File: config.mk
export PLATFORM = sky130hd
export DESIGN_NAME = mcsd_core
export DESIGN_NICKNAME = d
export VERILOG_FILES = /design/src/verilog/mcsd_pkg.sv /design/src/verilog/mcsd_core.sv
export VERILOG_INCLUDE_DIRS = /design/src /design/src/verilog
export SDC_FILE = /design/constraint.sdc
export NUM_CORES = 1
export LEC_CHECK = 0
export ABC_AREA = 1
export BUFFER_PORTS_ARGS = -buffer_cell sky130_fd_sc_hd__buf_2
export CORE_UTILIZATION = 30
export DETAILED_ROUTE_END_ITERATION = 7
export PLACE_DENSITY = 0.49
export SLEW_MARGIN = 5
export SYNTH_ARGS = -nofsm -noshare
export SYNTH_HDL_FRONTEND = slang
export SYNTH_SLANG_ARGS = --single-unit
File: constraint.sdc
create_clock -name clk -period 3.6 [get_ports clk]
set_clock_uncertainty 0.05 [all_clocks]
set_input_delay 0.36 -clock clk [delete_from_list [all_inputs] [get_ports clk]]
set_output_delay 0.36 -clock clk [all_outputs]
set_load 0.02 [all_outputs]
File: src/verilog/mcsd_regs.svh
// Register offsets, field positions and sizes of the microcore block
`ifndef MCSD_REGS_SVH
`define MCSD_REGS_SVH
`define MCSD_ADDR_W 9
`define MCSD_NOUT 12
`define MCSD_NREGS 8
`define MCSD_OFS_GRANT_A 9'h184
`define MCSD_OFS_GRANT_B 9'h185
`define MCSD_OFS_GRANT_C 9'h186
`define MCSD_OFS_GRANT_D 9'h187
`define MCSD_OFS_HS_SLEW 9'h18e
`define MCSD_OFS_LS_SLEW 9'h18f
`define MCSD_OFS_LO_THR 9'h1a1
`define MCSD_OFS_HI_THR 9'h1a2
`define MCSD_OFS_COND 9'h1f0
`define MCSD_OFS_PROD_LO 9'h1f1
`define MCSD_OFS_PROD_HI 9'h1f2
`define MCSD_OFS_ALU_BASE 9'h1f8
`define MCSD_COND_DONE 0
`define MCSD_COND_SOUT 1
`define MCSD_COND_POVF 2
`define MCSD_COND_PLOSS 3
`define MCSD_COND_CSIGN 4
`define MCSD_COND_CFG 5
`define MCSD_IMM_AMT 3:0
`define MCSD_IMM_IDX 3:0
`define MCSD_IMM_ONE_LVL 4
`define MCSD_IMM_GRP_LVL 3
`define MCSD_IMM_GRP_SEL 2:0
`define MCSD_IMM_BIAS_SEL 11:0
`define MCSD_IMM_BIAS_ON 12
`define MCSD_IMM_FLAG 0
`define MCSD_IMM_CFG 1:0
`define MCSD_SC_W 4
`define MCSD_LS7 11
`endif

File: src/verilog/mcsd_pkg.sv
// Types shared by the microcore block
package mcsd_pkg;
   typedef enum logic [4:0] {
      OP_NOP, OP_LOAD, OP_LOAD_PROD,
      OP_P_SHL_R, OP_P_SHR_R, OP_P_SHL_I, OP_P_SHR_I,
      OP_W_SHL_R, OP_W_SHR_R, OP_W_SHL_I, OP_W_SHR_I,
      OP_W_WORD_SHIFT_LEFT_BYTE, OP_W_WORD_SHIFT_RIGHT_BYTE,
      OP_S_SHL_R, OP_S_SHR_R, OP_S_SHL_I, OP_S_SHR_I,
      OP_SWAP, OP_TO_TWOS, OP_TO_UNS, OP_ALU_CFG,
      OP_DEF_SC, OP_SET_ONE, OP_SET_GRP, OP_SLEW, OP_EOA,
      OP_BIAS, OP_DCDC
   } mcsd_op_t;
   typedef struct packed {
      mcsd_op_t op;
      logic [2:0] dst;
      logic [2:0] src;
      logic [15:0] imm;
   } mcsd_instr_t;
   typedef struct packed {
      logic wr;
      logic rd;
      logic [8:0] addr;
      logic [15:0] wdata;
   } mcsd_bus_t;
   typedef enum logic [1:0] {
      ST_IDLE = 2'b01,
      ST_SHIFT = 2'b10
   } mcsd_state_t;
endpackage : mcsd_pkg

File: src/verilog/mcsd_core.sv
// Microcore shift, conversion and pre-driver configuration logic
`timescale 1ns/1ps
`default_nettype none
`include "mcsd_regs.svh"
// Notes on behaviour
// [RULE1] Multi-position shift lasts as many cycles as the shift amount.
// [RULE2] While shifting: done low, result held back, ALU ops except config dropped.
// [RULE3] Shift result goes back to the register that was shifted.
// [RULE4] Shift reports shift-out, product overflow, precision loss, done.
// [RULE5] Product shift by register amount; three loads precede it.
// [RULE6] Product shift by 4-bit immediate; two loads precede it.
// [RULE7] Word shifts by register amount or by 4-bit immediate.
// [RULE8] Byte shifts move a word by 8 in one cycle.
// [RULE9] Signed shifts by register amount treat the word as signed.
// [RULE10] Signed shifts by 4-bit immediate; one load precedes it.
// [RULE11] Swap exchanges bytes in place in one cycle.
// [RULE12] To-twos sets word MSB from last sign; conversions take one cycle.
// [RULE13] To-unsigned updates last sign, by XOR or by replacement.
// [RULE14] Three output shortcuts are recorded in one cycle.
// [RULE15] Single output set directly, no shortcut, one cycle.
// [RULE16] Group set uses shortcuts, which the program defines beforehand.
// [RULE17] Output commands act only where the access grant allows.
// [RULE18] Global slew forces maximum or restores configured rates.
// [RULE19] End-of-actuation mode is enabled in one cycle.
// [RULE20] One bias op turns its selected structures all on or all off.
// [RULE21] Bias only touches pre-drivers this core is granted.
// [RULE22] Asynchronous mode regulates LS7 between low and high thresholds.
// [RULE23] Synchronous mode leaves LS7 to the core's own commands.
// [RULE24] Single-cycle ops finish in one cycle; multiply is not here.
// [RULE25] Unsigned shifts zero-fill; signed right shifts copy the sign.
// [RULE26] Zero-amount shift changes nothing and reads as complete.
module mcsd_core #(
   parameter int CORE_SEL = 0
) (
   // Clock and reset
   input wire logic clk,
   input wire logic rst,
   // Instruction port
   input wire logic instr_valid,
   input wire mcsd_pkg::mcsd_instr_t instr,
   output logic op_done,
   // Register port
   input wire mcsd_pkg::mcsd_bus_t bus,
   output logic [15:0] rdata,
   // Current measured by block four
   input wire logic [15:0] cur4_meas,
   // Pre-driver controls
   output logic [`MCSD_NOUT-1:0] cmd_out,
   output logic [`MCSD_NOUT-1:0] bias_out,
   output logic [15:0] hs_slew_out,
   output logic [15:0] ls_slew_out,
   output logic eoa_mode
);
   import mcsd_pkg::*;
   localparam int NOUT = `MCSD_NOUT;

   if (CORE_SEL < 0 || CORE_SEL > 3) begin : g_chk
      $error("CORE_SEL must be 0 to 3");
   end

   function automatic logic [NOUT-1:0] out_bit(input logic [3:0] idx);
      out_bit = (idx < 4'(NOUT)) ? (NOUT'(1) << idx) : '0;
   endfunction : out_bit

   function automatic logic [31:0] step1(input logic [31:0] w,
      input logic prod, input logic left, input logic sgn);
      if (left) begin
         step1 = prod ? {w[30:0], 1'b0} : {16'h0000, w[14:0], 1'b0};
      end else begin
         step1 = prod ? {1'b0, w[31:1]} :
                 {16'h0000, sgn & w[15], w[15:1]};
      end
   endfunction : step1

   logic [15:0] regs_q [`MCSD_NREGS];
   logic [31:0] prod_q;
   mcsd_state_t st_q;
   logic [15:0] cnt_q;
   logic [31:0] work_q;
   logic [2:0] widx_q;
   logic wprod_q, wleft_q, wsgn_q;
   logic done_q, sout_q, povf_q, ploss_q, csign_q;
   logic [1:0] cfg_q;
   logic [3:0] sc_q [3];
   logic [NOUT-1:0] cmd_q, bias_q;
   logic slew_max_q, eoa_q, async_q, ls7_auto_q;
   logic [15:0] grant_q [4];
   logic [15:0] hs_slew_q, ls_slew_q, lo_thr_q, hi_thr_q, rdata_q;

   // Decode
   mcsd_op_t op;
   assign op = instr.op;
   wire logic busy = (st_q == ST_SHIFT);
   wire logic is_alu = (op <= OP_ALU_CFG);
   // Shifts lock out the ALU, but the config op still lands [RULE2]
   wire logic take = instr_valid && (!busy || !is_alu || op == OP_ALU_CFG);
   wire logic is_sh = (op >= OP_P_SHL_R && op <= OP_S_SHR_I)
                      && op != OP_W_WORD_SHIFT_LEFT_BYTE && op != OP_W_WORD_SHIFT_RIGHT_BYTE;
   wire logic sh_prod = (op <= OP_P_SHR_I);
   wire logic sh_left = (op == OP_P_SHL_R) || (op == OP_P_SHL_I) ||
                        (op == OP_W_SHL_R) || (op == OP_W_SHL_I) ||
                        (op == OP_S_SHL_R) || (op == OP_S_SHL_I);
   wire logic sh_sgn = (op >= OP_S_SHL_R);
   wire logic sh_reg = (op == OP_P_SHL_R) || (op == OP_P_SHR_R) ||
                       (op == OP_W_SHL_R) || (op == OP_W_SHR_R) ||
                       (op == OP_S_SHL_R) || (op == OP_S_SHR_R);
   wire logic [15:0] dst_w = regs_q[instr.dst];
   wire logic [15:0] src_w = regs_q[instr.src];
   // Register or immediate amount [RULE5] [RULE6] [RULE7] [RULE9] [RULE10]
   wire logic [15:0] amt = sh_reg ? src_w :
                           {12'h000, instr.imm[`MCSD_IMM_AMT]};
   wire logic go_sh = take && is_sh;
   wire logic last = busy && (cnt_q == 16'h0001);
   wire logic [31:0] next_w = step1(work_q, wprod_q, wleft_q, wsgn_q);
   wire logic out_b = wleft_q ? (wprod_q ? work_q[31] : work_q[15])
                              : work_q[0];
   wire logic [NOUT-1:0] grant_w = grant_q[CORE_SEL][NOUT-1:0];

   // Output actuation masks
   wire logic [NOUT-1:0] grp_m =
      (instr.imm[0] ? out_bit(sc_q[0]) : '0) |
      (instr.imm[1] ? out_bit(sc_q[1]) : '0) |
      (instr.imm[2] ? out_bit(sc_q[2]) : '0);
   wire logic set_one = take && op == OP_SET_ONE;
   wire logic set_grp = take && op == OP_SET_GRP;
   // Direct single output [RULE15]; shortcut group [RULE16]
   wire logic [NOUT-1:0] act_m =
      set_one ? out_bit(instr.imm[`MCSD_IMM_IDX]) :
      set_grp ? grp_m : '0;
   wire logic act_lvl = set_one ? instr.imm[`MCSD_IMM_ONE_LVL]
                                : instr.imm[`MCSD_IMM_GRP_LVL];
   // Grant gates every actuation [RULE17]
   wire logic [NOUT-1:0] act_g = act_m & grant_w;
   // Bias only where granted [RULE21]
   wire logic [NOUT-1:0] bias_m =
      (take && op == OP_BIAS) ?
      instr.imm[`MCSD_IMM_BIAS_SEL] & grant_w : '0;

   // Overflow and loss flags are sticky within one shift, cleared by the next shift of nonzero amount
   // Shift sequencer and flags
   always_ff @(posedge clk) begin
      if (rst) begin
         st_q <= ST_IDLE;
         cnt_q <= 16'h0000;
         work_q <= 32'h0000_0000;
         widx_q <= 3'h0;
         {wprod_q, wleft_q, wsgn_q} <= 3'h0;
         {done_q, sout_q, povf_q, ploss_q} <= 4'h8;
      end else if (go_sh && amt != 16'h0000) begin
         st_q <= ST_SHIFT;
         cnt_q <= amt;
         work_q <= sh_prod ? prod_q : {16'h0000, dst_w};
         widx_q <= instr.dst;
         {wprod_q, wleft_q, wsgn_q} <= {sh_prod, sh_left, sh_sgn};
         {done_q, sout_q, povf_q, ploss_q} <= 4'h0; // [RULE2]
      end else if (busy) begin
         work_q <= next_w; // [RULE1] [RULE25]
         cnt_q <= cnt_q - 16'h0001;
         sout_q <= out_b; // [RULE4]
         povf_q <= povf_q | (wprod_q & wleft_q & out_b);
         ploss_q <= ploss_q | (wprod_q & !wleft_q & out_b);
         if (last) begin
            st_q <= ST_IDLE;
            done_q <= 1'b1;
         end
      end else if (go_sh) begin
         done_q <= 1'b1; // Zero amount [RULE26]
      end
   end

   // ALU registers, product register, conversion sign
   always_ff @(posedge clk) begin
      if (rst) begin
         for (int i = 0; i < `MCSD_NREGS; i++) begin
            regs_q[i] <= 16'h0000;
         end
         prod_q <= 32'h0000_0000;
         csign_q <= 1'b0;
         cfg_q <= 2'h0;
      end else begin
         if (take && op == OP_ALU_CFG) begin
            cfg_q <= instr.imm[`MCSD_IMM_CFG];
         end
         if (last) begin
            // In-place write-back [RULE3]
            if (wprod_q) begin
               prod_q <= next_w;
            end else begin
               regs_q[widx_q] <= next_w[15:0];
            end
         end else if (take) begin
            case (op)
               OP_LOAD: regs_q[instr.dst] <= instr.imm;
               OP_LOAD_PROD: prod_q <= {dst_w, src_w};
               OP_W_WORD_SHIFT_LEFT_BYTE: regs_q[instr.dst] <= {dst_w[7:0], 8'h00}; // [RULE8]
               OP_W_WORD_SHIFT_RIGHT_BYTE: regs_q[instr.dst] <= {8'h00, dst_w[15:8]}; // [RULE8]
               OP_SWAP: regs_q[instr.dst] <= {dst_w[7:0], dst_w[15:8]}; // [RULE11]
               OP_TO_TWOS: regs_q[instr.dst][15] <= csign_q; // [RULE12]
               OP_TO_UNS: begin
                  regs_q[instr.dst][15] <= 1'b0;
                  csign_q <= instr.imm[`MCSD_IMM_FLAG] ? dst_w[15]
                             : csign_q ^ dst_w[15]; // [RULE13]
               end
               default: ;
            endcase
         end
      end
   end

   // Pre-driver configuration, each op a single cycle [RULE24]
   always_ff @(posedge clk) begin
      if (rst) begin
         for (int i = 0; i < 3; i++) begin
            sc_q[i] <= 4'h0;
         end
         cmd_q <= '0;
         bias_q <= '0;
         {slew_max_q, eoa_q, async_q} <= 3'h0;
      end else begin
         if (take && op == OP_DEF_SC) begin
            for (int i = 0; i < 3; i++) begin
               sc_q[i] <= instr.imm[i*`MCSD_SC_W +: `MCSD_SC_W]; // [RULE14]
            end
         end
         cmd_q <= (cmd_q & ~act_g) | (act_g & {NOUT{act_lvl}}); // [RULE17]
         // All selected on, or all off [RULE20]
         bias_q <= instr.imm[`MCSD_IMM_BIAS_ON] ? (bias_q | bias_m)
                   : (bias_q & ~bias_m);
         if (take && op == OP_SLEW) begin
            slew_max_q <= instr.imm[`MCSD_IMM_FLAG]; // [RULE18]
         end
         if (take && op == OP_EOA) begin
            eoa_q <= instr.imm[`MCSD_IMM_FLAG]; // [RULE19]
         end
         if (take && op == OP_DCDC) begin
            async_q <= instr.imm[`MCSD_IMM_FLAG]; // [RULE22] [RULE23]
         end
      end
   end

   // High threshold wins if software sets the two thresholds crossed
   // Hysteretic LS7 regulation on the block-four current [RULE22]
   always_ff @(posedge clk) begin
      if (rst) begin
         ls7_auto_q <= 1'b0;
      end else if (cur4_meas >= hi_thr_q) begin
         ls7_auto_q <= 1'b0;
      end else if (cur4_meas <= lo_thr_q) begin
         ls7_auto_q <= 1'b1;
      end
   end

   // Register port
   wire logic [`MCSD_ADDR_W-1:0] a = bus.addr;
   wire logic in_alu = (a >= `MCSD_OFS_ALU_BASE);
   // ALU registers are read-only here, so software cannot upset a shift
   wire logic [2:0] alu_i = 3'(a - `MCSD_OFS_ALU_BASE);
   wire logic [15:0] cond_w = 16'({cfg_q, csign_q, ploss_q, povf_q,
                                   sout_q, done_q});
   logic [15:0] rd_w;
   always_comb begin
      case (a)
         `MCSD_OFS_GRANT_A: rd_w = grant_q[0];
         `MCSD_OFS_GRANT_B: rd_w = grant_q[1];
         `MCSD_OFS_GRANT_C: rd_w = grant_q[2];
         `MCSD_OFS_GRANT_D: rd_w = grant_q[3];
         `MCSD_OFS_HS_SLEW: rd_w = hs_slew_q;
         `MCSD_OFS_LS_SLEW: rd_w = ls_slew_q;
         `MCSD_OFS_LO_THR: rd_w = lo_thr_q;
         `MCSD_OFS_HI_THR: rd_w = hi_thr_q;
         `MCSD_OFS_COND: rd_w = cond_w; // [RULE4]
         `MCSD_OFS_PROD_LO: rd_w = prod_q[15:0];
         `MCSD_OFS_PROD_HI: rd_w = prod_q[31:16];
         default: rd_w = in_alu ? regs_q[alu_i] : 16'h0000;
      endcase
   end

   always_ff @(posedge clk) begin
      if (rst) begin
         for (int i = 0; i < 4; i++) begin
            grant_q[i] <= 16'h0000;
         end
         {hs_slew_q, ls_slew_q} <= 32'h0000_0000;
         {lo_thr_q, hi_thr_q} <= 32'h0000_0000;
         rdata_q <= 16'h0000;
      end else begin
         rdata_q <= bus.rd ? rd_w : 16'h0000;
         if (bus.wr) begin
            case (a)
               `MCSD_OFS_GRANT_A: grant_q[0] <= bus.wdata;
               `MCSD_OFS_GRANT_B: grant_q[1] <= bus.wdata;
               `MCSD_OFS_GRANT_C: grant_q[2] <= bus.wdata;
               `MCSD_OFS_GRANT_D: grant_q[3] <= bus.wdata;
               `MCSD_OFS_HS_SLEW: hs_slew_q <= bus.wdata;
               `MCSD_OFS_LS_SLEW: ls_slew_q <= bus.wdata;
               `MCSD_OFS_LO_THR: lo_thr_q <= bus.wdata;
               `MCSD_OFS_HI_THR: hi_thr_q <= bus.wdata;
               default: ;
            endcase
         end
      end
   end

   // Outputs; LS7 source follows the DC-DC mode [RULE22] [RULE23]
   assign op_done = done_q;
   assign rdata = rdata_q;
   assign cmd_out = async_q ? {ls7_auto_q, cmd_q[NOUT-2:0]} : cmd_q;
   assign bias_out = bias_q;
   assign hs_slew_out = slew_max_q ? 16'hffff : hs_slew_q; // [RULE18]
   assign ls_slew_out = slew_max_q ? 16'hffff : ls_slew_q;
   assign eoa_mode = eoa_q;

   // Checks
   AST_SHIFT_HOLDS: assert property (@(posedge clk) disable iff (rst) // [RULE1]
      busy && cnt_q > 16'h0001 |=> busy && cnt_q == $past(cnt_q) - 16'h0001)
      else $error("shift ended early");
   AST_DONE_LOW: assert property (@(posedge clk) disable iff (rst) // [RULE2]
      busy |-> !op_done && $stable(prod_q))
      else $error("result exposed mid-shift");
   AST_DROP_LOAD: assert property (@(posedge clk) disable iff (rst) // [RULE2]
      busy && !last && instr_valid && op == OP_LOAD
      |=> regs_q[$past(instr.dst)] == $past(dst_w))
      else $error("load taken mid-shift");
   AST_ONE_STEP: assert property (@(posedge clk) disable iff (rst) // [RULE8]
      take && op == OP_W_WORD_SHIFT_LEFT_BYTE |=> !busy ##0
      regs_q[$past(instr.dst)] == {$past(dst_w[7:0]), 8'h00})
      else $error("byte shift wrong");
   AST_SWAP: assert property (@(posedge clk) disable iff (rst) // [RULE11]
      take && op == OP_SWAP
      |=> regs_q[$past(instr.dst)] == {$past(dst_w[7:0]), $past(dst_w[15:8])})
      else $error("swap wrong");
   AST_GRANT: assert property (@(posedge clk) disable iff (rst) // [RULE17]
      ((cmd_q ^ $past(cmd_q)) & ~$past(grant_w)) == '0)
      else $error("ungranted output moved");
   AST_ZERO_AMT: assert property (@(posedge clk) disable iff (rst) // [RULE26]
      go_sh && !busy && amt == 16'h0000 |=> !busy && op_done)
      else $error("zero shift not complete");
   AST_WB_LEN: assert property (@(posedge clk) disable iff (rst) // [RULE3]
      go_sh && !busy && !sh_prod && sh_left && amt == 16'h0002
      |=> busy ##1 busy ##1 !busy && op_done &&
      regs_q[$past(instr.dst, 3)] == {$past(dst_w[13:0], 3), 2'b00})
      else $error("two-step shift wrong");
   AST_SYNC_LS7: assert property (@(posedge clk) disable iff (rst) // [RULE23]
      !async_q && !$past(async_q) && !$past(act_g[`MCSD_LS7])
      |-> $stable(cmd_out[`MCSD_LS7]))
      else $error("LS7 moved without a core command");
   AST_CFG_OK: assert property (@(posedge clk) disable iff (rst) // [RULE2]
      busy && instr_valid && op == OP_ALU_CFG
      |=> cfg_q == $past(instr.imm[`MCSD_IMM_CFG]))
      else $error("config op lost mid-shift");
   AST_END_OK: assert property (@(posedge clk) disable iff (rst) // [RULE4]
      last |=> !busy && op_done)
      else $error("shift did not report done");
   AST_WORD_SHIFT_RIGHT_BYTE: assert property (@(posedge clk) disable iff (rst) // [RULE8]
      take && op == OP_W_WORD_SHIFT_RIGHT_BYTE |=> !busy ##0
      regs_q[$past(instr.dst)] == {8'h00, $past(dst_w[15:8])})
      else $error("byte right shift wrong");
   AST_TWOS: assert property (@(posedge clk) disable iff (rst) // [RULE12]
      take && op == OP_TO_TWOS
      |=> regs_q[$past(instr.dst)] == {$past(csign_q), $past(dst_w[14:0])})
      else $error("to-twos sign wrong");
   AST_UNS: assert property (@(posedge clk) disable iff (rst) // [RULE13]
      take && op == OP_TO_UNS
      |=> csign_q == ($past(instr.imm[`MCSD_IMM_FLAG]) ? $past(dst_w[15])
      : $past(csign_q) ^ $past(dst_w[15])))
      else $error("last sign wrong");
   AST_BIAS_G: assert property (@(posedge clk) disable iff (rst) // [RULE21]
      ((bias_q ^ $past(bias_q)) & ~$past(grant_w)) == '0)
      else $error("ungranted bias moved");
   AST_LS7_ON: assert property (@(posedge clk) disable iff (rst) // [RULE22]
      cur4_meas <= lo_thr_q && cur4_meas < hi_thr_q |=> ls7_auto_q)
      else $error("LS7 regulation missed low threshold");
endmodule : mcsd_core
`default_nettype wire

==> results of run 1 <==
[through the flow]
step	hold slack (ps)	cell area (sq um)
2_1_floorplan	382	23300
3_3_place_gp	407	25500
3_5_place_dp	407	25500
4_1_cts	7.15	27300
5_1_grt	35.0	27300
6_report	26.9	27300
[worst max-delay path, delay by kind of cell (launching register included)]
| family | cells | cell delay [ps] |
|---|---|---|
| buffers and inverters | 1 | 320 |
| AND/OR/NAND/NOR | 8 | 1140 |
| AO/OA/AOI/OAI | 2 | 1040 |
| flip-flops | 1 | 330 |
[where the power goes]
group	internal (mW)	total, mW	switching [mW]
Clock	3.26	5.41	2.15
Sequential	5.02	5.14	0.119
Combinational	0.452	1.62	1.17
Total	8.73	12.2	3.44
[kinds of logic (layout without fill, tap and decap cells)]
logic type / after synthesis / count (layout) / share of synthesized area (%)
DFF: 407 / 407 / 43.8
and+or+nand+nor: 1382 / 1382 / 25.4
buffers and inverters: 539 / 696 / 9.23
adders and majority gates: 34 / 34 / 1.83
xor gates and xnor gates: 5 / 5 / 0.188
muxes: 8 / 8 / 0.344
AOI/OAI and AO/OA: 804 / 804 / 19.3
[state kept, by name, indices dropped and copies added (netlist names), 2 cells and up, named ones only]
| signal | cells |
|---|---|
| regs_q | 128 |
| grant_q | 64 |
| prod_q | 32 |
| work_q | 32 |
| cnt_q | 16 |
| hi_thr_q | 16 |
| hs_slew_q | 16 |
| lo_thr_q | 16 |
| ls_slew_q | 16 |
| rdata | 16 |
| sc_q | 12 |
| widx_q | 3 |
| cfg_q | 2 |
| st_q | 2 |
[final cells by class]
cell class	instances	area, sq um
Fill cell	8233	49100
Multi-Input combinational cell	2233	11000
Sequential cell	407	10200
Timing Repair Buffer	274	1830
Clock buffer	75	1510
Tap cell	1030	1290
Inverter	330	1240
Clock inverter	17	235
[per-layer routing]
| layer | wire length, um | vias to the layer above | global-route usage (%) |
|---|---|---|---|
| met5 | 0 | - | 0 |
| met2 | 44300 | 983 | 38.2 |
| met4 | 3080 | 0 | 8.11 |
| li1 | - | 11034 | - |
| met3 | 7130 | 157 | 2.86 |
| met1 | 44500 | 11177 | 35.2 |
[final timing paths]
check / endpoint / slack, ps / cells past startpoint
setup reg to reg: regs_q[1][14] / 420 / 11
setup / recovery: regs_q[1][14] / 420 / 11
hold reg to reg: flop / 420 / 2
hold / removal: hi_thr_q[8] / 30 / 3
[layout by cell type (no fill, tap or decap), types with 5 or more instances in the layout]
cell and instances:
sky130_fd_sc_hd__o22ai_1 82, sky130_fd_sc_hd__a41oi_1 6, sky130_fd_sc_hd__nor4_1 16, sky130_fd_sc_hd__or2_2 10, sky130_fd_sc_hd__buf_12 11, sky130_fd_sc_hd__buf_2 146
sky130_fd_sc_hd__o21a_1 8, sky130_fd_sc_hd__nand2_2 8, sky130_fd_sc_hd__nand4_1 47, sky130_fd_sc_hd__dfxtp_1 203, sky130_fd_sc_hd__nand3_1 195, sky130_fd_sc_hd__o31ai_1 6
sky130_fd_sc_hd__buf_4 116, sky130_fd_sc_hd__o21ai_2 10, sky130_fd_sc_hd__a21oi_1 244, sky130_fd_sc_hd__clkbuf_16 53, sky130_fd_sc_hd__a211oi_1 7, sky130_fd_sc_hd__inv_2 6
sky130_fd_sc_hd__o21ai_0 333, sky130_fd_sc_hd__mux2i_1 8, sky130_fd_sc_hd__a31oi_1 55, sky130_fd_sc_hd__a221oi_1 18, sky130_fd_sc_hd__a22oi_1 6, sky130_fd_sc_hd__nor3_1 27
sky130_fd_sc_hd__clkbuf_8 10, sky130_fd_sc_hd__ha_1 34, sky130_fd_sc_hd__clkbuf_1 12, sky130_fd_sc_hd__nand3b_1 15, sky130_fd_sc_hd__clkinv_1 11, sky130_fd_sc_hd__edfxtp_1 204
sky130_fd_sc_hd__nand2_1 621, sky130_fd_sc_hd__nor2_1 423, sky130_fd_sc_hd__inv_1 314, sky130_fd_sc_hd__bufinv_16 5, sky130_fd_sc_hd__nand4_4 8, sky130_fd_sc_hd__clkinv_2 5
==> impl_metrics.py, run 1 <==
metrics = {
    "outcome": {
        "result_of_the_run": "finished clean",
    },
    "final_layout": {
        "post-route-util_pct": 35.7,
        "area_delta_synth_final_pct": 17.1,
        "design.final.nets": 3403,
        "antennaDiodeCount": 0,
        "fraction_of_final_layout_cells_with_drive_strength_greater_than_1_pct": 12.2,
        "layout.cells.non_filler": 4366,
    },
    "synthesis": {
        "mappedNetlistArea_sq_um": 23300,
        "warning_count_from_the_yosys_run": 0,
        "ys_seq_elements": 407,
        "synthFlopType": "sky130_fd_sc_hd__edfxtp_1",
        "postSynth.asyncResetShare_pct": 0,
        "number_of_flops_mapped_to_enable_cells_by_yosys": 204,
        "synth.top_cell.area_share_pct": 26.3,
        "synth_cell_type_count": 53,
        "synthDominantAreaCellType": "sky130_fd_sc_hd__edfxtp_1",
        "synth_area_per_cell_sq_um": 7.33,
        "netlist_top_cells_area": "sky130_fd_sc_hd__edfxtp_1 (26%), sky130_fd_sc_hd__dfxtp_1 (17%), sky130_fd_sc_hd__nand2_1 (10%)",
        "number_of_standard_cells_after_synthesis": 3179,
        "synth_common_cells": "sky130_fd_sc_hd__nand2_1 (621), sky130_fd_sc_hd__nor2_1 (424), sky130_fd_sc_hd__o21ai_0 (338)",
        "ys_seq_area_share_pct": 43.8,
        "synth_nets": 3286,
        "post-synth-top-count-cell": "sky130_fd_sc_hd__nand2_1",
    },
    "power_and_ir_drop": {
        "fin_total_pwr_mw": 12.2,
        "p_leak_nw": 11.4,
        "ir_worst_vdd_mv": 0.398,
        "power_density_nw_per_um2": 446,
    },
    "place": {
        "placed_cells_incl_taps": 4273,
        "buffer_ports.inserted": 146,
        "place.gp.congestion": 0.892,
        "post-dp-hpwl_um": 71000,
        "dp_worst_setup_slack_ps": 288,
    },
    "cts": {
        "cts.clk_slew.worst_paths_ps": 60,
        "clk_root_buffer_cell": "sky130_fd_sc_hd__clkbuf_16",
        "clockBufferDepth": 3,
        "post_cts.resized_instances": 0,
        "clkLatencyLatePin_ps": 620,
        "post-cts-setup-buffers": 0,
        "cts.sink_count": 407,
        "number_of_buffers_inserted_for_hold_repair_after_clock_tree_synthesis": 1,
        "htree_num_levels": 2,
        "tritoncts": "built",
        "numCtsBuffers": 50,
    },
    "global_route": {
        "grt_max_degree": 108,
        "globalRouteTotalUtil_pct": 24.6,
        "global_route_wire_length_before_repair_um": 144000,
        "vias_in_the_first_global_route": 21269,
        "initial_antenna_violation_count": 0,
        "grt_remaining_overflow": 0,
    },
    "hold_path": {
        "hp-class": "primary input to flop",
        "min-delay-start": "bus[8]",
    },
    "setup_path": {
        "criticalPathCategory": "flop to flop",
        "timing.critical_path.cells": "nor2_1 > nand2_1 > nor2_1 > nand3_1 > nand2_1 > nor2_1 > o21ai_2 > nand3_4 > buf_4 > a31oi_1 > nor2_1",
        "crit-reg2reg-launch": "cnt_q[7]",
        "cp_common_cell": "sky130_fd_sc_hd__nor2_1",
        "cp_slowest_stage_delay_ps": 810,
        "crit_start": "cnt_q[7]",
        "critical_path_peak_fanout": 27,
        "endpoint_kind": "flop",
        "arrival_ps": 3450,
        "crit_path_start_kind": "flop",
        "crit_slowest_cell": "sky130_fd_sc_hd__a31oi_1",
        "required_time_of_the_worst_setup_path_ps": 3880,
    },
    "die": {
        "floorplan.die_area_sq_um": 78700,
        "die_w_um": 281,
        "top_level_ports": 147,
        "core_area_sq_um": 76300,
        "die_h_um": 281,
        "row_count": 101,
        "initial_core_util_pct": 30.5,
    },
    "detailed_routing": {
        "drt-vias-per-instance": 5.35,
        "detail_route.iter0.violations": 2441,
        "first_pass_iters": 5,
        "route.vias.total": 23351,
        "number_of_nets_still_failing_antenna_checks_after_routing": 0,
        "detail_route.drc_violations": 0,
        "postRouteWirelength_um": 99000,
        "wl_per_cell_um": 22.7,
    },
    "sta": {
        "fmax_mhz": 315,
        "period_minus_slack_ps": 3180,
        "finalHoldViolations": 0,
        "timing.final.max_slew_violations": 0,
        "finalSetupTns_ps": 0,
        "fin_crit_sh_pct": 88.3,
        "setup_ws_ps": 421,
        "rsz0062_at_grt": "no",
        "max-slew-margin-rel_pct": 35.2,
        "worst_pin_slew_ps": 968,
        "setup_violations": 0,
    },
    "flow_run": {
        "drv_cap": 0,
    },
}
Power figures use the tool's default switching activity.
==> run 2: changes to the inputs <==
--- a/config.mk
+++ b/config.mk
@@ -7,7 +7,7 @@
 export NUM_CORES = 1
 export LEC_CHECK = 0
 export ABC_AREA = 1
-export BUFFER_PORTS_ARGS = -buffer_cell sky130_fd_sc_hd__buf_2
+export BUFFER_PORTS_ARGS = -buffer_cell sky130_fd_sc_hd__clkbuf_2
 export CORE_UTILIZATION = 30
 export DETAILED_ROUTE_END_ITERATION = 7
 export PLACE_DENSITY = 0.49
==> run 2 against run 1 <==
Against the previous run:
- first-iteration DRC count up 11%
- wire length up 1.2%
- utilization down 0.40 points
- combinational power about the same
- sequential cell count unchanged
- total power down 5.2%
- clock power down 12%
- die area unchanged
- hold slack better by 25 ps
- critical path depth up 1
- global-route usage up 0.41 points
- sequential share of layout area up 0.42 points
- critical path type unchanged
- largest cell class unchanged
- highest routed layer is now met5
==> impl_metrics.py, run 2 (synthesis results as in run 1) <==
metrics = {
    "cts": {
        "tritoncts": "built",
        "clkLatencyLatePin_ps": 610,
        "numCtsBuffers": 48,
        "clk_root_buffer_cell": "sky130_fd_sc_hd__clkbuf_16",
        "htree_num_levels": 2,
        "clockBufferDepth": 3,
        "cts.clk_slew.worst_paths_ps": 60,
        "post-cts-setup-buffers": 0,
        "cts.sink_count": 407,
    },
    "final_layout": {
        "most_frequent_standard_cell_in_the_layout_excluding_fill_and_tap_cells": "sky130_fd_sc_hd__nand2_1",
        "final_cell_mix": "sky130_fd_sc_hd__nand2_1 (621), sky130_fd_sc_hd__nor2_1 (423), sky130_fd_sc_hd__o21ai_0 (333)",
        "fraction_of_final_layout_cells_with_drive_strength_greater_than_1_pct": 11.5,
        "reg_top3": "regs_q (128), grant_q (64)",
        "design.final.nets": 3387,
        "area_delta_synth_final_pct": 15.8,
        "largest_register": "regs_q",
        "largest_register_ffs": 128,
        "antennaDiodeCount": 0,
    },
    "detailed_routing": {
        "detail_route.iter0.violations": 2718,
        "first_pass_iters": 8,
        "detail_route.drc_violations": 0,
        "number_of_nets_still_failing_antenna_checks_after_routing": 0,
        "route.vias.total": 23267,
        "wl_per_cell_um": 23.0,
        "postRouteWirelength_um": 100000,
        "drt-vias-per-instance": 5.35,
    },
    "hold_path": {
        "hp-class": "primary input to flop",
    },
    "power_and_ir_drop": {
        "ir_worst_vdd_mv": 0.323,
        "p_leak_nw": 11.2,
        "power_density_nw_per_um2": 428,
        "fin_total_pwr_mw": 11.5,
    },
    "sta": {
        "worst_pin_slew_ps": 1110,
        "timing.final.max_slew_violations": 0,
        "finalHoldViolations": 0,
        "fmax_mhz": 314,
        "finalSetupTns_ps": 0,
        "max-slew-margin-rel_pct": 25.7,
        "fin_crit_sh_pct": 88.5,
        "setup_violations": 0,
        "rsz0062_at_grt": "no",
        "period_minus_slack_ps": 3190,
    },
    "setup_path": {
        "crit_start": "cnt_q[4]",
        "crit_slowest_cell": "sky130_fd_sc_hd__o21ai_4",
        "worstReg2RegEnd": "regs_q[0][1]",
        "worstRegToRegCells": 12,
        "cp_slowest_stage_delay_ps": 430,
        "critical_path_peak_fanout": 17,
        "reg2reg_slack_ps": 410,
        "worst_setup_path_endpoint": "regs_q[0][1]",
        "endpoint_kind": "flop",
        "crit-reg2reg-launch": "cnt_q[4]",
        "crit_path_start_kind": "flop",
        "criticalPathCategory": "flop to flop",
        "arrival_ps": 3430,
        "timing.critical_path.cells": "nor2_1 > nand2_1 > nor2_1 > nand3_1 > nand2_1 > nor2_1 > o21ai_2 > nand3_4 > o21ai_4 > nand4_4 > nand2_1 > buf_4",
        "required_time_of_the_worst_setup_path_ps": 3840,
    },
    "die": {
        "floorplan.die_area_sq_um": 78700,
        "initial_core_util_pct": 30.5,
        "core_area_sq_um": 76300,
        "row_count": 101,
        "die_w_um": 281,
        "die_h_um": 281,
        "top_level_ports": 147,
    },
    "place": {
        "post-dp-hpwl_um": 72300,
        "buffer_ports.inserted": 146,
        "place.gp.congestion": 0.895,
    },
    "global_route": {
        "initial_antenna_violation_count": 2,
        "global_route_wire_length_before_repair_um": 146000,
        "vias_in_the_first_global_route": 21469,
        "globalRouteTotalUtil_pct": 25.0,
        "grt_remaining_overflow": 0,
        "grt_max_degree": 125,
    },
    "flow_run": {
        "drv_cap": 0,
    },
    "outcome": {
        "result_of_the_run": "finished clean",
    },
}
run 2: changes by cell type in the layout (fill, tap and decap cells not counted), sizes merged:
cell / previous run / this run
bufinv: 5 / 1
clkbuf: 75 / 208
inv: 323 / 322
buf: 273 / 113
clkinv: 17 / 33
run 2: critical path, delay by kind of cell (launching register included):
family	cells	cell delay [ps]
AND/OR/NAND/NOR	9	1650
flip-flops	1	340
buffers and inverters	1	260
AO/OA/AOI/OAI	2	570
run 2: power breakdown:
group / internal, mW / switching [mW] / total [mW] / leakage, nW
sequential: 5.02 / 0.121 / 5.14 / 3.70
clock: 2.67 / 2.08 / 4.75 / 0.730
combinational: 0.457 / 1.19 / 1.65 / 6.72
run 2: area by class of cell:
cell class / instances / area [sq um]
clock buffers: 62 / 1330
clock inverters: 28 / 168
fillers: 8290 / 49400
inverters: 330 / 1240
multi-input cells: 2233 / 11000
flip-flops and latches: 407 / 10200
well taps: 1030 / 1290
repair buffers: 260 / 1780
run 2: how the worst min path moves through the flow:
stage / startpoint / endpoint / slack [ps] / cells after the start
4_1_cts: bus[1] / hi_thr_q[1] / 30 / 3
6_report: bus[1] / hs_slew_q[1] / 50 / 3
5_1_grt: bus[1] / hs_slew_q[1] / 60 / 3
3_5_place_dp: st_q[1] / st_q[1] / 410 / 2
2_1_floorplan: povf_q / povf_q / 380 / 2
3_3_place_gp: st_q[1] / st_q[1] / 410 / 2
run 2: metal layers:
layer	routed length, um	up-vias	track usage [%]
li1	-	10986	-
met3	7900	180	3.83
met5	9	-	0
met4	3760	2	9.57
met1	44000	11051	34.8
met2	44500	1048	38.8
run 2: stage by stage:
| stage | hold WS, ps | utilization, % | cells | area (sq um) | setup slack [ps] |
|---|---|---|---|---|---|
| after floorplan | 382 | - | 3179 | 23300 | 809 |
| after global placement | 414 | 33.4 | 4259 | 25500 | 270 |
| after detailed placement | 412 | 33.4 | 4259 | 25500 | 313 |
| after CTS | 25.6 | 35.3 | 4350 | 27000 | 441 |
| after global routing | 62.2 | 35.3 | 4350 | 27000 | 177 |
| final | 52.2 | 35.3 | 4350 | 27000 | 412 |
run 2: repair_timing:
item	4_1_cts	5_1_grt
endpoints found under the hold margin	1	0
gates resized for setup	0	0
hold buffers	1	0
